### config.mk
export PLATFORM = sky130hd
export DESIGN_NAME = vpqm_top
export DESIGN_NICKNAME = d
export VERILOG_FILES = /design/src/shared/vpqm_pkg.sv /design/src/hw/vpqm_split.sv /design/src/hw/vpqm_top.sv
export VERILOG_INCLUDE_DIRS = /design/src /design/src/shared
export SDC_FILE = /design/constraint.sdc
export NUM_CORES = 1
export LEC_CHECK = 0
export ABC_AREA = 0
export BUFFER_PORTS_ARGS = -buffer_cell sky130_fd_sc_hd__buf_2
export CAP_MARGIN = 20
export CORE_ASPECT_RATIO = 0.6
export CORE_MARGIN = 2
export CORE_UTILIZATION = 45
export DETAILED_ROUTE_END_ITERATION = 10
export PLACE_DENSITY = 0.77
export SLEW_MARGIN = 20
export SYNTH_ARGS = -nofsm -noshare
export SYNTH_HDL_FRONTEND = slang
export SYNTH_SLANG_ARGS = --single-unit
### constraint.sdc
create_clock -name clk -period 2.54 [get_ports clk]
set_input_delay 0.127 -clock clk [delete_from_list [all_inputs] [get_ports clk]]
set_output_delay 0.127 -clock clk [all_outputs]
set_load 0.01 [all_outputs]
### src/shared/vpqm_defs.svh
// Register offsets, field positions and reset values of the priority mapper
`ifndef VPQM_DEFS_SVH
`define VPQM_DEFS_SVH

// Register indices; byte address is four times the index
`define VPQM_ADDR_W 12
`define VPQM_IDX_W 10
`define VPQM_IDX_MAP_LOW 10'h080
`define VPQM_IDX_MAP_HIGH 10'h081
`define VPQM_IDX_SPLIT 10'h082
`define VPQM_IDX_CFG 10'h083
`define VPQM_IDX_STATUS 10'h084

// Reset values
`define VPQM_RST_MAP_LOW 8'h50
`define VPQM_RST_MAP_HIGH 8'hfa
`define VPQM_RST_SPLIT 2'h0
`define VPQM_RST_CFG 1'h0

// Field positions
`define VPQM_FLD_W 2
`define VPQM_TAG0_LSB 0
`define VPQM_TAG3_LSB 6
`define VPQM_TAG7_LSB 6
`define VPQM_SPLIT_LSB 0
`define VPQM_CFG_TWOQ_BIT 0
`define VPQM_ST_PRIO_LSB 0
`define VPQM_ST_QHIGH_BIT 2
`define VPQM_ST_SEEN_BIT 3

// AXI responses
`define VPQM_RESP_OKAY 2'h0
`define VPQM_RESP_SLVERR 2'h2

`endif

### src/shared/vpqm_pkg.sv
// Types shared by the priority mapper modules
package vpqm_pkg;
  typedef logic [1:0] vpqm_prio_t;
  typedef logic [2:0] vpqm_tag_t;
  typedef enum logic [1:0] {
    VPQM_SPLIT_TOP_ONLY = 2'b00,
    VPQM_SPLIT_MID_A = 2'b01,
    VPQM_SPLIT_MID_B = 2'b10,
    VPQM_SPLIT_ALL_BUT_ZERO = 2'b11
  } vpqm_split_t;
endpackage

### src/hw/vpqm_split.sv
// Folds a two-bit priority into the low or high queue of two
`timescale 1ns/100ps
module vpqm_split (
  input wire vpqm_pkg::vpqm_prio_t prio,
  input wire vpqm_pkg::vpqm_split_t sel,
  output wire to_high
);
  import vpqm_pkg::*;

  // Ends of the range are fixed; only middle results follow the split
  wire is_zero = (prio == 2'h0);
  wire is_top = (prio == 2'h3);
  wire all_high = (sel == VPQM_SPLIT_ALL_BUT_ZERO);
  wire top_only = (sel == VPQM_SPLIT_TOP_ONLY);
  // Middle encodings split at two: 0,1 low and 2,3 high
  wire mid_high = prio[1];

  assign to_high = is_zero ? 1'b0 :
                   is_top ? 1'b1 :
                   all_high ? 1'b1 :
                   top_only ? 1'b0 :
                   mid_high;
endmodule

### src/hw/vpqm_top.sv
// Tag priority mapper with two-queue split and AXI4-Lite registers
`timescale 1ns/100ps
`include "vpqm_defs.svh"
module vpqm_top (
  input wire clk,
  input wire nrst,
  input wire awvalid,
  output wire awready,
  input wire [`VPQM_ADDR_W-1:0] awaddr,
  input wire [2:0] awprot,
  input wire wvalid,
  output wire wready,
  input wire [31:0] wdata,
  input wire [3:0] wstrb,
  output wire bvalid,
  input wire bready,
  output wire [1:0] bresp,
  input wire arvalid,
  output wire arready,
  input wire [`VPQM_ADDR_W-1:0] araddr,
  input wire [2:0] arprot,
  output wire rvalid,
  input wire rready,
  output wire [31:0] rdata,
  output wire [1:0] rresp,
  input wire cls_valid,
  input wire vpqm_pkg::vpqm_tag_t cls_tag,
  input wire cls_use_tos,
  input wire vpqm_pkg::vpqm_prio_t cls_tos_priority,
  output wire q_valid,
  output wire vpqm_pkg::vpqm_prio_t q_priority,
  output wire q_high,
  output wire q_two_queue
);
  import vpqm_pkg::*;

  logic [7:0] map_low_q;
  logic [7:0] map_high_q;
  vpqm_split_t split_q;
  logic twoq_q;
  logic aw_held_q;
  logic w_held_q;
  logic [`VPQM_IDX_W-1:0] wr_idx_q;
  logic [7:0] wr_byte_q;
  logic wr_lane_q;
  logic bvalid_q;
  logic [1:0] bresp_q;
  logic rvalid_q;
  logic [31:0] rdata_q;
  logic [1:0] rresp_q;
  logic q_valid_q;
  vpqm_prio_t q_priority_q;
  logic q_high_q;
  logic q_two_queue_q;
  logic seen_q;
  logic wr_low_seen_q;
  logic wr_high_seen_q;

  // Write channels are taken independently and paired afterwards
  wire aw_hs = awvalid && awready;
  wire w_hs = wvalid && wready;
  assign awready = !aw_held_q && !bvalid_q;
  assign wready = !w_held_q && !bvalid_q;
  wire do_write = aw_held_q && w_held_q && !bvalid_q;
  wire wr_en = do_write && wr_lane_q;
  wire wr_low = wr_en && (wr_idx_q == `VPQM_IDX_MAP_LOW);
  wire wr_high = wr_en && (wr_idx_q == `VPQM_IDX_MAP_HIGH);
  wire wr_split = wr_en && (wr_idx_q == `VPQM_IDX_SPLIT);
  wire wr_cfg = wr_en && (wr_idx_q == `VPQM_IDX_CFG);
  // Status is read-only, so a write there is refused
  wire wr_hit = (wr_idx_q == `VPQM_IDX_MAP_LOW) ||
                (wr_idx_q == `VPQM_IDX_MAP_HIGH) ||
                (wr_idx_q == `VPQM_IDX_SPLIT) ||
                (wr_idx_q == `VPQM_IDX_CFG);

  // Read decode
  wire ar_hs = arvalid && arready;
  assign arready = !rvalid_q;
  wire [`VPQM_IDX_W-1:0] rd_idx = araddr[`VPQM_ADDR_W-1:2];
  wire [7:0] rd_status = {4'h0, seen_q, q_high_q, q_priority_q};
  wire rd_lo = (rd_idx == `VPQM_IDX_MAP_LOW);
  wire rd_hi = (rd_idx == `VPQM_IDX_MAP_HIGH);
  wire rd_sp = (rd_idx == `VPQM_IDX_SPLIT);
  wire rd_cf = (rd_idx == `VPQM_IDX_CFG);
  wire rd_st = (rd_idx == `VPQM_IDX_STATUS);
  wire rd_hit = rd_lo || rd_hi || rd_sp || rd_cf || rd_st;
  wire [7:0] rd_byte = rd_lo ? map_low_q :
                       rd_hi ? map_high_q :
                       rd_sp ? {6'h00, split_q} :
                       rd_cf ? {7'h00, twoq_q} :
                       rd_st ? rd_status : 8'h00;

  // Write address and data holding
  always_ff @(posedge clk or negedge nrst) begin
    if (!nrst) begin
      aw_held_q <= 1'b0;
      w_held_q <= 1'b0;
      wr_idx_q <= '0;
      wr_byte_q <= 8'h00;
      wr_lane_q <= 1'b0;
    end else begin
      if (aw_hs) begin
        aw_held_q <= 1'b1;
        wr_idx_q <= awaddr[`VPQM_ADDR_W-1:2];
      end else if (do_write) begin
        aw_held_q <= 1'b0;
      end
      if (w_hs) begin
        w_held_q <= 1'b1;
        wr_byte_q <= wdata[7:0];
        wr_lane_q <= wstrb[0];
      end else if (do_write) begin
        w_held_q <= 1'b0;
      end
    end
  end

  // Write response; unmapped or read-only targets answer SLVERR
  always_ff @(posedge clk or negedge nrst) begin
    if (!nrst) begin
      bvalid_q <= 1'b0;
      bresp_q <= `VPQM_RESP_OKAY;
    end else if (do_write) begin
      bvalid_q <= 1'b1;
      bresp_q <= wr_hit ? `VPQM_RESP_OKAY : `VPQM_RESP_SLVERR;
    end else if (bready) begin
      bvalid_q <= 1'b0;
    end
  end

  // Map and control registers; lane 0 strobe gates the update
  always_ff @(posedge clk or negedge nrst) begin
    if (!nrst) begin
      map_low_q <= `VPQM_RST_MAP_LOW;
      map_high_q <= `VPQM_RST_MAP_HIGH;
      split_q <= vpqm_split_t'(`VPQM_RST_SPLIT);
      twoq_q <= `VPQM_RST_CFG;
    end else begin
      if (wr_low) map_low_q <= wr_byte_q;
      if (wr_high) map_high_q <= wr_byte_q;
      if (wr_split) split_q <= vpqm_split_t'(wr_byte_q[1:0]);
      if (wr_cfg) twoq_q <= wr_byte_q[`VPQM_CFG_TWOQ_BIT];
    end
  end

  // Read data registered, one cycle after the address is taken
  always_ff @(posedge clk or negedge nrst) begin
    if (!nrst) begin
      rvalid_q <= 1'b0;
      rdata_q <= 32'h0000_0000;
      rresp_q <= `VPQM_RESP_OKAY;
    end else if (ar_hs) begin
      rvalid_q <= 1'b1;
      rdata_q <= {24'h00_0000, rd_byte};
      rresp_q <= rd_hit ? `VPQM_RESP_OKAY : `VPQM_RESP_SLVERR;
    end else if (rready) begin
      rvalid_q <= 1'b0;
    end
  end

  assign bvalid = bvalid_q;
  assign bresp = bresp_q;
  assign rvalid = rvalid_q;
  assign rdata = rdata_q;
  assign rresp = rresp_q;

  // One field per tag value, low register first
  wire [15:0] map_all = {map_high_q, map_low_q};
  wire vpqm_prio_t tag_field [8];
  genvar g;
  generate
    for (g = 0; g < 8; g++) begin : g_tag
      assign tag_field[g] = map_all[g*`VPQM_FLD_W +: `VPQM_FLD_W];
    end
  endgenerate
  wire vpqm_prio_t tag_prio = tag_field[cls_tag];
  wire vpqm_prio_t cls_prio = cls_use_tos ? cls_tos_priority : tag_prio;
  wire cls_high;

  vpqm_split u_split (
    .prio(cls_prio),
    .sel(split_q),
    .to_high(cls_high)
  );

  // Classification result registered; queue bit only in two-queue mode
  always_ff @(posedge clk or negedge nrst) begin
    if (!nrst) begin
      q_valid_q <= 1'b0;
      q_priority_q <= 2'h0;
      q_high_q <= 1'b0;
      q_two_queue_q <= 1'b0;
      seen_q <= 1'b0;
    end else begin
      q_valid_q <= cls_valid;
      if (cls_valid) begin
        q_priority_q <= cls_prio;
        q_high_q <= twoq_q && cls_high;
        q_two_queue_q <= twoq_q;
        seen_q <= 1'b1;
      end
    end
  end

  assign q_valid = q_valid_q;
  assign q_priority = q_priority_q;
  assign q_high = q_high_q;
  assign q_two_queue = q_two_queue_q;

  // Helpers: has a register been written since reset
  always_ff @(posedge clk or negedge nrst) begin
    if (!nrst) begin
      wr_low_seen_q <= 1'b0;
      wr_high_seen_q <= 1'b0;
    end else begin
      if (wr_low) wr_low_seen_q <= 1'b1;
      if (wr_high) wr_high_seen_q <= 1'b1;
    end
  end
endmodule

-- Word-level counts from Yosys, hierarchy flattened
Index checks and enable logic that the tools add are counted.
- register bits after elaboration: 60
- input port bits: 80
- magnitude comparators: 1
- eq/ne operators: 11
- mux-type cells: 22
- bitwise operators: 1
- reduce and logical (&&, ||, !) cells: 30
- operator list (cell ; number):
    $eq 10x8->1 const B ; 9
    $mux 8 ; 2
    $logic_and 1x1->1 ; 13
    $mux 4 ; 3
    $mux 1 ; 11
    $mux 2 ; 5
    $reduce_bool 2->1 ; 4
    $logic_or 1x1->1 ; 7
    $bmux 2 s3 ; 1
    $eq 2x2->1 const B ; 2
    $ge 4x4->1 const B ; 1
    $logic_not 1->1 ; 4
    $logic_not 2->1 ; 2
    $not 3->4 ; 1

-- Depth between registers and ports, before layout
- depth in word-level cells: 10
- gate-level depth with buffers: 6
- mapped depth without buffers: 5

-- Hierarchy
From an unflattened synthesis, not the netlist that was laid out.
- cells, all modules: 231
- area total of the unflattened synthesis: 2812.7 um^2
- by module, submodules not included (module ; times used ; cells an instance ; area an instance (um^2)):
    vpqm_top ; 1 ; 227 ; 2793.9
    vpqm_split ; 1 ; 4 ; 18.8

-- Worst setup path before layout
OpenSTA, ideal clock, no wires.
- kind: register -> register
- from: register wr_idx_q[3]
- to: register map_high_q[0]
- setup time: 0.125 ns
- arrival: 1.670 ns
- required time: 2.415 ns
- slack: 0.746 ns
- stages on the path, launching flop included: 6
- period minus slack after synthesis: 1.794 ns
- path through: dfrtp_1 > nor4_1 > and4b_2 > nand3_4 > nor3b_4 > mux2_2
- cells in the longest elaborated chain, start to end: 2
- RTL lines (element ; line ; RTL):
    start: declaration ; vpqm_top.sv:43 ; logic [`VPQM_IDX_W-1:0] wr_idx_q;
    start signal: assignment ; vpqm_top.sv:104 ; wr_idx_q <= awaddr[`VPQM_ADDR_W-1:2];
    $eq 10x8->1 (no line) ; -- ;
    $logic_and 1x1->1 ; vpqm_top.sv:67 ; wire wr_high = wr_en && (wr_idx_q == `VPQM_IDX_MAP_HIGH);
    end signal: assignment ; vpqm_top.sv:135 ; map_high_q <= `VPQM_RST_MAP_HIGH;
    end signal: assignment ; vpqm_top.sv:140 ; if (wr_high) map_high_q <= wr_byte_q;
    end: declaration ; vpqm_top.sv:38 ; logic [7:0] map_high_q;
Every way passes these cells.
A chain may end at the register's enable or synchronous reset.

-- Final worst setup path
- from: register wr_idx_q[3]
- to: register map_high_q[2]
The elaborated chain is that of the path after synthesis.

==> impl_metrics.csv <==
group,metric,value,unit
logic_synthesis,synth_cell_type_count,35,
clock_tree,clkSinkCount,58,
global_route,grt_pass1_vias,1891,
cells_and_area,antenna-diode-count,0,
clock_tree,clock_tree_from_tritoncts,"yes",
timing,period_needed,1.992,ns
worst_setup_path,worstSetupEndpointType,"register",
logic_synthesis,ys_seq_elements,58,
timing,max_slew_margin,0.3694,
placed_design,port_buffers,62,
power_and_ir_drop,report.power.total,2.705,mW
worst_setup_path,cp_cell_sequence,"nor4_1 -> and4b_2 -> nand3_4 -> nor3b_4 -> mux2_2",
timing,worstMarginPinSlew,0.9458,ns
power_and_ir_drop,power.density_cell_area,801.2,nW/um^2
floorplan,starting_utilization_of_the_core_area,0.4622,
timing,setup-tns-final,0,ns
timing,report.final.slew_viol_count,0,
global_route,track_usage,0.1774,
floorplan,die-width,106.0,um
worst_setup_path,cp_top_family,"simple AND/OR/NAND/NOR gates",
logic_synthesis,synthCells,229,
drt,vias_per_cell,4.921,
worst_setup_path,critical_path.startpoint_type,"register",
drt,routed_wire_length_per_instance,14.19,um
global_route,overflow,0,
placed_design,dp.final_hpwl,4074,um
timing,holdWs,0.01946,ns
worst_setup_path,data_required_time_at_the_worst_endpoint,2.76,ns
worst_setup_path,critical_path_buf_inv_count,0,
floorplan,core_region_area,6083,um^2
logic_synthesis,average_size_of_a_mapped_cell,12.28,um^2
drt,detail_route.wirelength,5550,um
timing,fmax,502.0,MHz
worst_setup_path,worstSetupPathType,"reg -> reg",
clock_tree,cts_inserted_buffers,9,
worst_hold_path,timing.hold.worst.class,"in -> reg",
timing,finalSetupViolCount,0,
floorplan,area_of_the_die,6916,um^2
global_route,grt_antenna_before_repair,0,
worst_setup_path,critPathMaxStageDelay,0.41,ns
worst_setup_path,critical-path-slowest-cell,"sky130_fd_sc_hd__nor3b_4",
logic_synthesis,synthesis.yosys.warnings,0,
global_route,grt_pass1_wl,9204,um
floorplan,ios,126,
clock_tree,insertion_delay,0.34,ns
drt,drt_drc_violations_left,0,
drt,detail_route.first_pass.iterations,4,
worst_setup_path,critical_path_peak_fanout,8,
job,cap_violations,0,
power_and_ir_drop,power.static_leakage,1.592,nW
placed_design,gp_congestion,0.8256,
worst_setup_path,arrival,2.21,ns
timing,finalHoldViolCount,0,
cells_and_area,layout-drive-gt1-share,0.4495,
timing,min_period_over_period,0.7843,
clock_tree,max_h_tree_level,3,
floorplan,chipHeight,65.23,um
worst_setup_path,reg2reg_slack,0.55,ns
global_route,grt_max_degree,46,
drt,antenna_violating_nets_post_route,0,
drt,route.vias.total,1924,
clock_tree,root_buffer,"sky130_fd_sc_hd__clkbuf_8",
drt,drt_iter0_drc,79,
cells_and_area,nets,382,
timing,worst_clock_skew,0.007256,ns
floorplan,row_count,22,
run_status,run_status,"finished clean",
power_and_ir_drop,irDropWorstVdd,484.3,uV
logic_synthesis,syn-cell-area,2811,um^2
cells_and_area,area.growth.synth_to_final,20.07,%
logic_synthesis,ys_seq_area_frac,0.5198,
clock_tree,clk_pin_slew_worst_paths,0.07,ns
clock_tree,cts_buffer_depth,2,
timing,setup_repair_after_global_routing_missed_its_margin,"no",
synth_stat cells, drive strengths merged:
library cell,n,area [um^2]
and2,2,12.51
buf,27,202.7
nor3,2,21.27
dfrtp,50,1251
nand3b,3,22.52
mux2,41,461.7
and3,3,20.02
or2,1,6.260
clkbuf,6,22.52
dfstp,8,210.2
o21ai,16,80.08
nor4,2,18.77
a31oi,3,18.77
o41ai,3,26.28
a2bb2oi,1,8.760
inv,3,11.26
o2bb2ai,1,8.760
mux4,2,45.04
nor2,9,33.78
a41oi,1,8.760
nand2,14,52.55
nor2b,2,12.51
a22oi,4,30.03
and4b,1,11.26
nor4b,2,23.77
a21oi,5,25.02
nand3,4,32.53
mux2i,11,110.1
conb,1,3.750
nor3b,1,18.77
layout make-up:
class                           instances  area (um^2)
Sequential cell                        58         1461
Fill cell                             530         2708
Clock buffer                            9        123.9
Multi-Input combinational cell        160         1207
Tap cell                               84        105.1
Clock inverter                          7        78.83
Timing Repair Buffer                   70        387.9
Inverter                                3        11.26
through the flow:
stage	utilization	area [um^2]	worst slack, ns	cells
CTS	0.5500	3346	0.5173	388
floorplan	-	2905	0.7458	254
finish	0.5549	3376	0.5479	391
global route	0.5549	3376	0.4366	391
detailed placement	0.5101	3103	0.5444	368
global placement	0.5101	3103	0.5577	368
cells in the final DEF, fill, tap and decap left out, types with 2 or more instances in the layout:
cell / n
sky130_fd_sc_hd__o21ai_0: 16
sky130_fd_sc_hd__nand2_1: 14
sky130_fd_sc_hd__mux2_2: 41
sky130_fd_sc_hd__dlygate4sd3_1: 7
sky130_fd_sc_hd__dfrtp_1: 50
sky130_fd_sc_hd__a22oi_1: 4
sky130_fd_sc_hd__nand3_1: 3
sky130_fd_sc_hd__nor2b_1: 2
sky130_fd_sc_hd__inv_1: 3
sky130_fd_sc_hd__a21oi_1: 5
sky130_fd_sc_hd__nor2_1: 9
sky130_fd_sc_hd__buf_2: 62
sky130_fd_sc_hd__and3_1: 2
sky130_fd_sc_hd__clkinvlp_4: 3
sky130_fd_sc_hd__clkbuf_8: 9
sky130_fd_sc_hd__mux2i_1: 11
sky130_fd_sc_hd__a31oi_1: 3
sky130_fd_sc_hd__dfstp_2: 8
sky130_fd_sc_hd__mux4_2: 2
sky130_fd_sc_hd__nand3b_1: 3
sky130_fd_sc_hd__clkinv_4: 2
sky130_fd_sc_hd__and2_1: 2
sky130_fd_sc_hd__o41ai_1: 3
sky130_fd_sc_hd__conb_1: 26
sequential cells by signal, summed over array words and instances, names as in the netlist, 2 cells and up:
signal,flops
rdata,8
map_high_q,8
split_q,2
wr_byte_q,8
wr_idx_q,10
q_priority,2
map_low_q,8
per-layer routing:
layer / wire, um / GRT usage / part of all wire / vias to the layer above
li1: - / - / - / 919
met1: 2680 / 0.2322 / 0.48 / 924
met2: 2430 / 0.2710 / 0.44 / 73
met5: 0 / 0 / 0 / -
met3: 388 / 0.07738 / 0.070 / 8
met4: 51 / 0.04934 / 0.0092 / 0
cell families after synthesis:
kind of cell,count (synthesis),synth area share
other,1,0.001334
multiplexers,54,0.2194
flip-flops,58,0.5198
buffers and inverters,36,0.08411
AND/OR/NAND/NOR,46,0.1019
AO/OA/AOI/OAI,34,0.07344
path summary, 6_finish.rpt:
kind                                    startpoint                        end  cells after the start
min reg2reg                   rdata[2]$_DFFE_PN0P_       rdata[2]$_DFFE_PN0P_                      2
max in group asynchronous                     nrst       bresp[1]$_DFFE_PN0P_                      3
min in group asynchronous                     nrst          q_valid$_DFF_PN0_                      2
min                                     awaddr[10]    wr_idx_q[8]$_DFFE_PN0P_                      2
max reg2reg                wr_idx_q[3]$_DFFE_PN0P_  map_high_q[2]$_DFFE_PN0P_                      5
max                        wr_idx_q[3]$_DFFE_PN0P_  map_high_q[2]$_DFFE_PN0P_                      5
power by group:
part           leakage (nW)  switching [mW]  internal (mW)
Combinational         0.783           0.249          0.290
Clock                0.0921           0.385          0.458
Sequential            0.716           0.180           1.14
repair_timing:
action / 4_1_cts / 5_1_grt
endpoints found under the hold margin: 39 / 3
hold buffers: 4 / 3
resized for setup: 0 / 0
buffers inserted: 0 / 0
(Power assumes the default switching activity.)
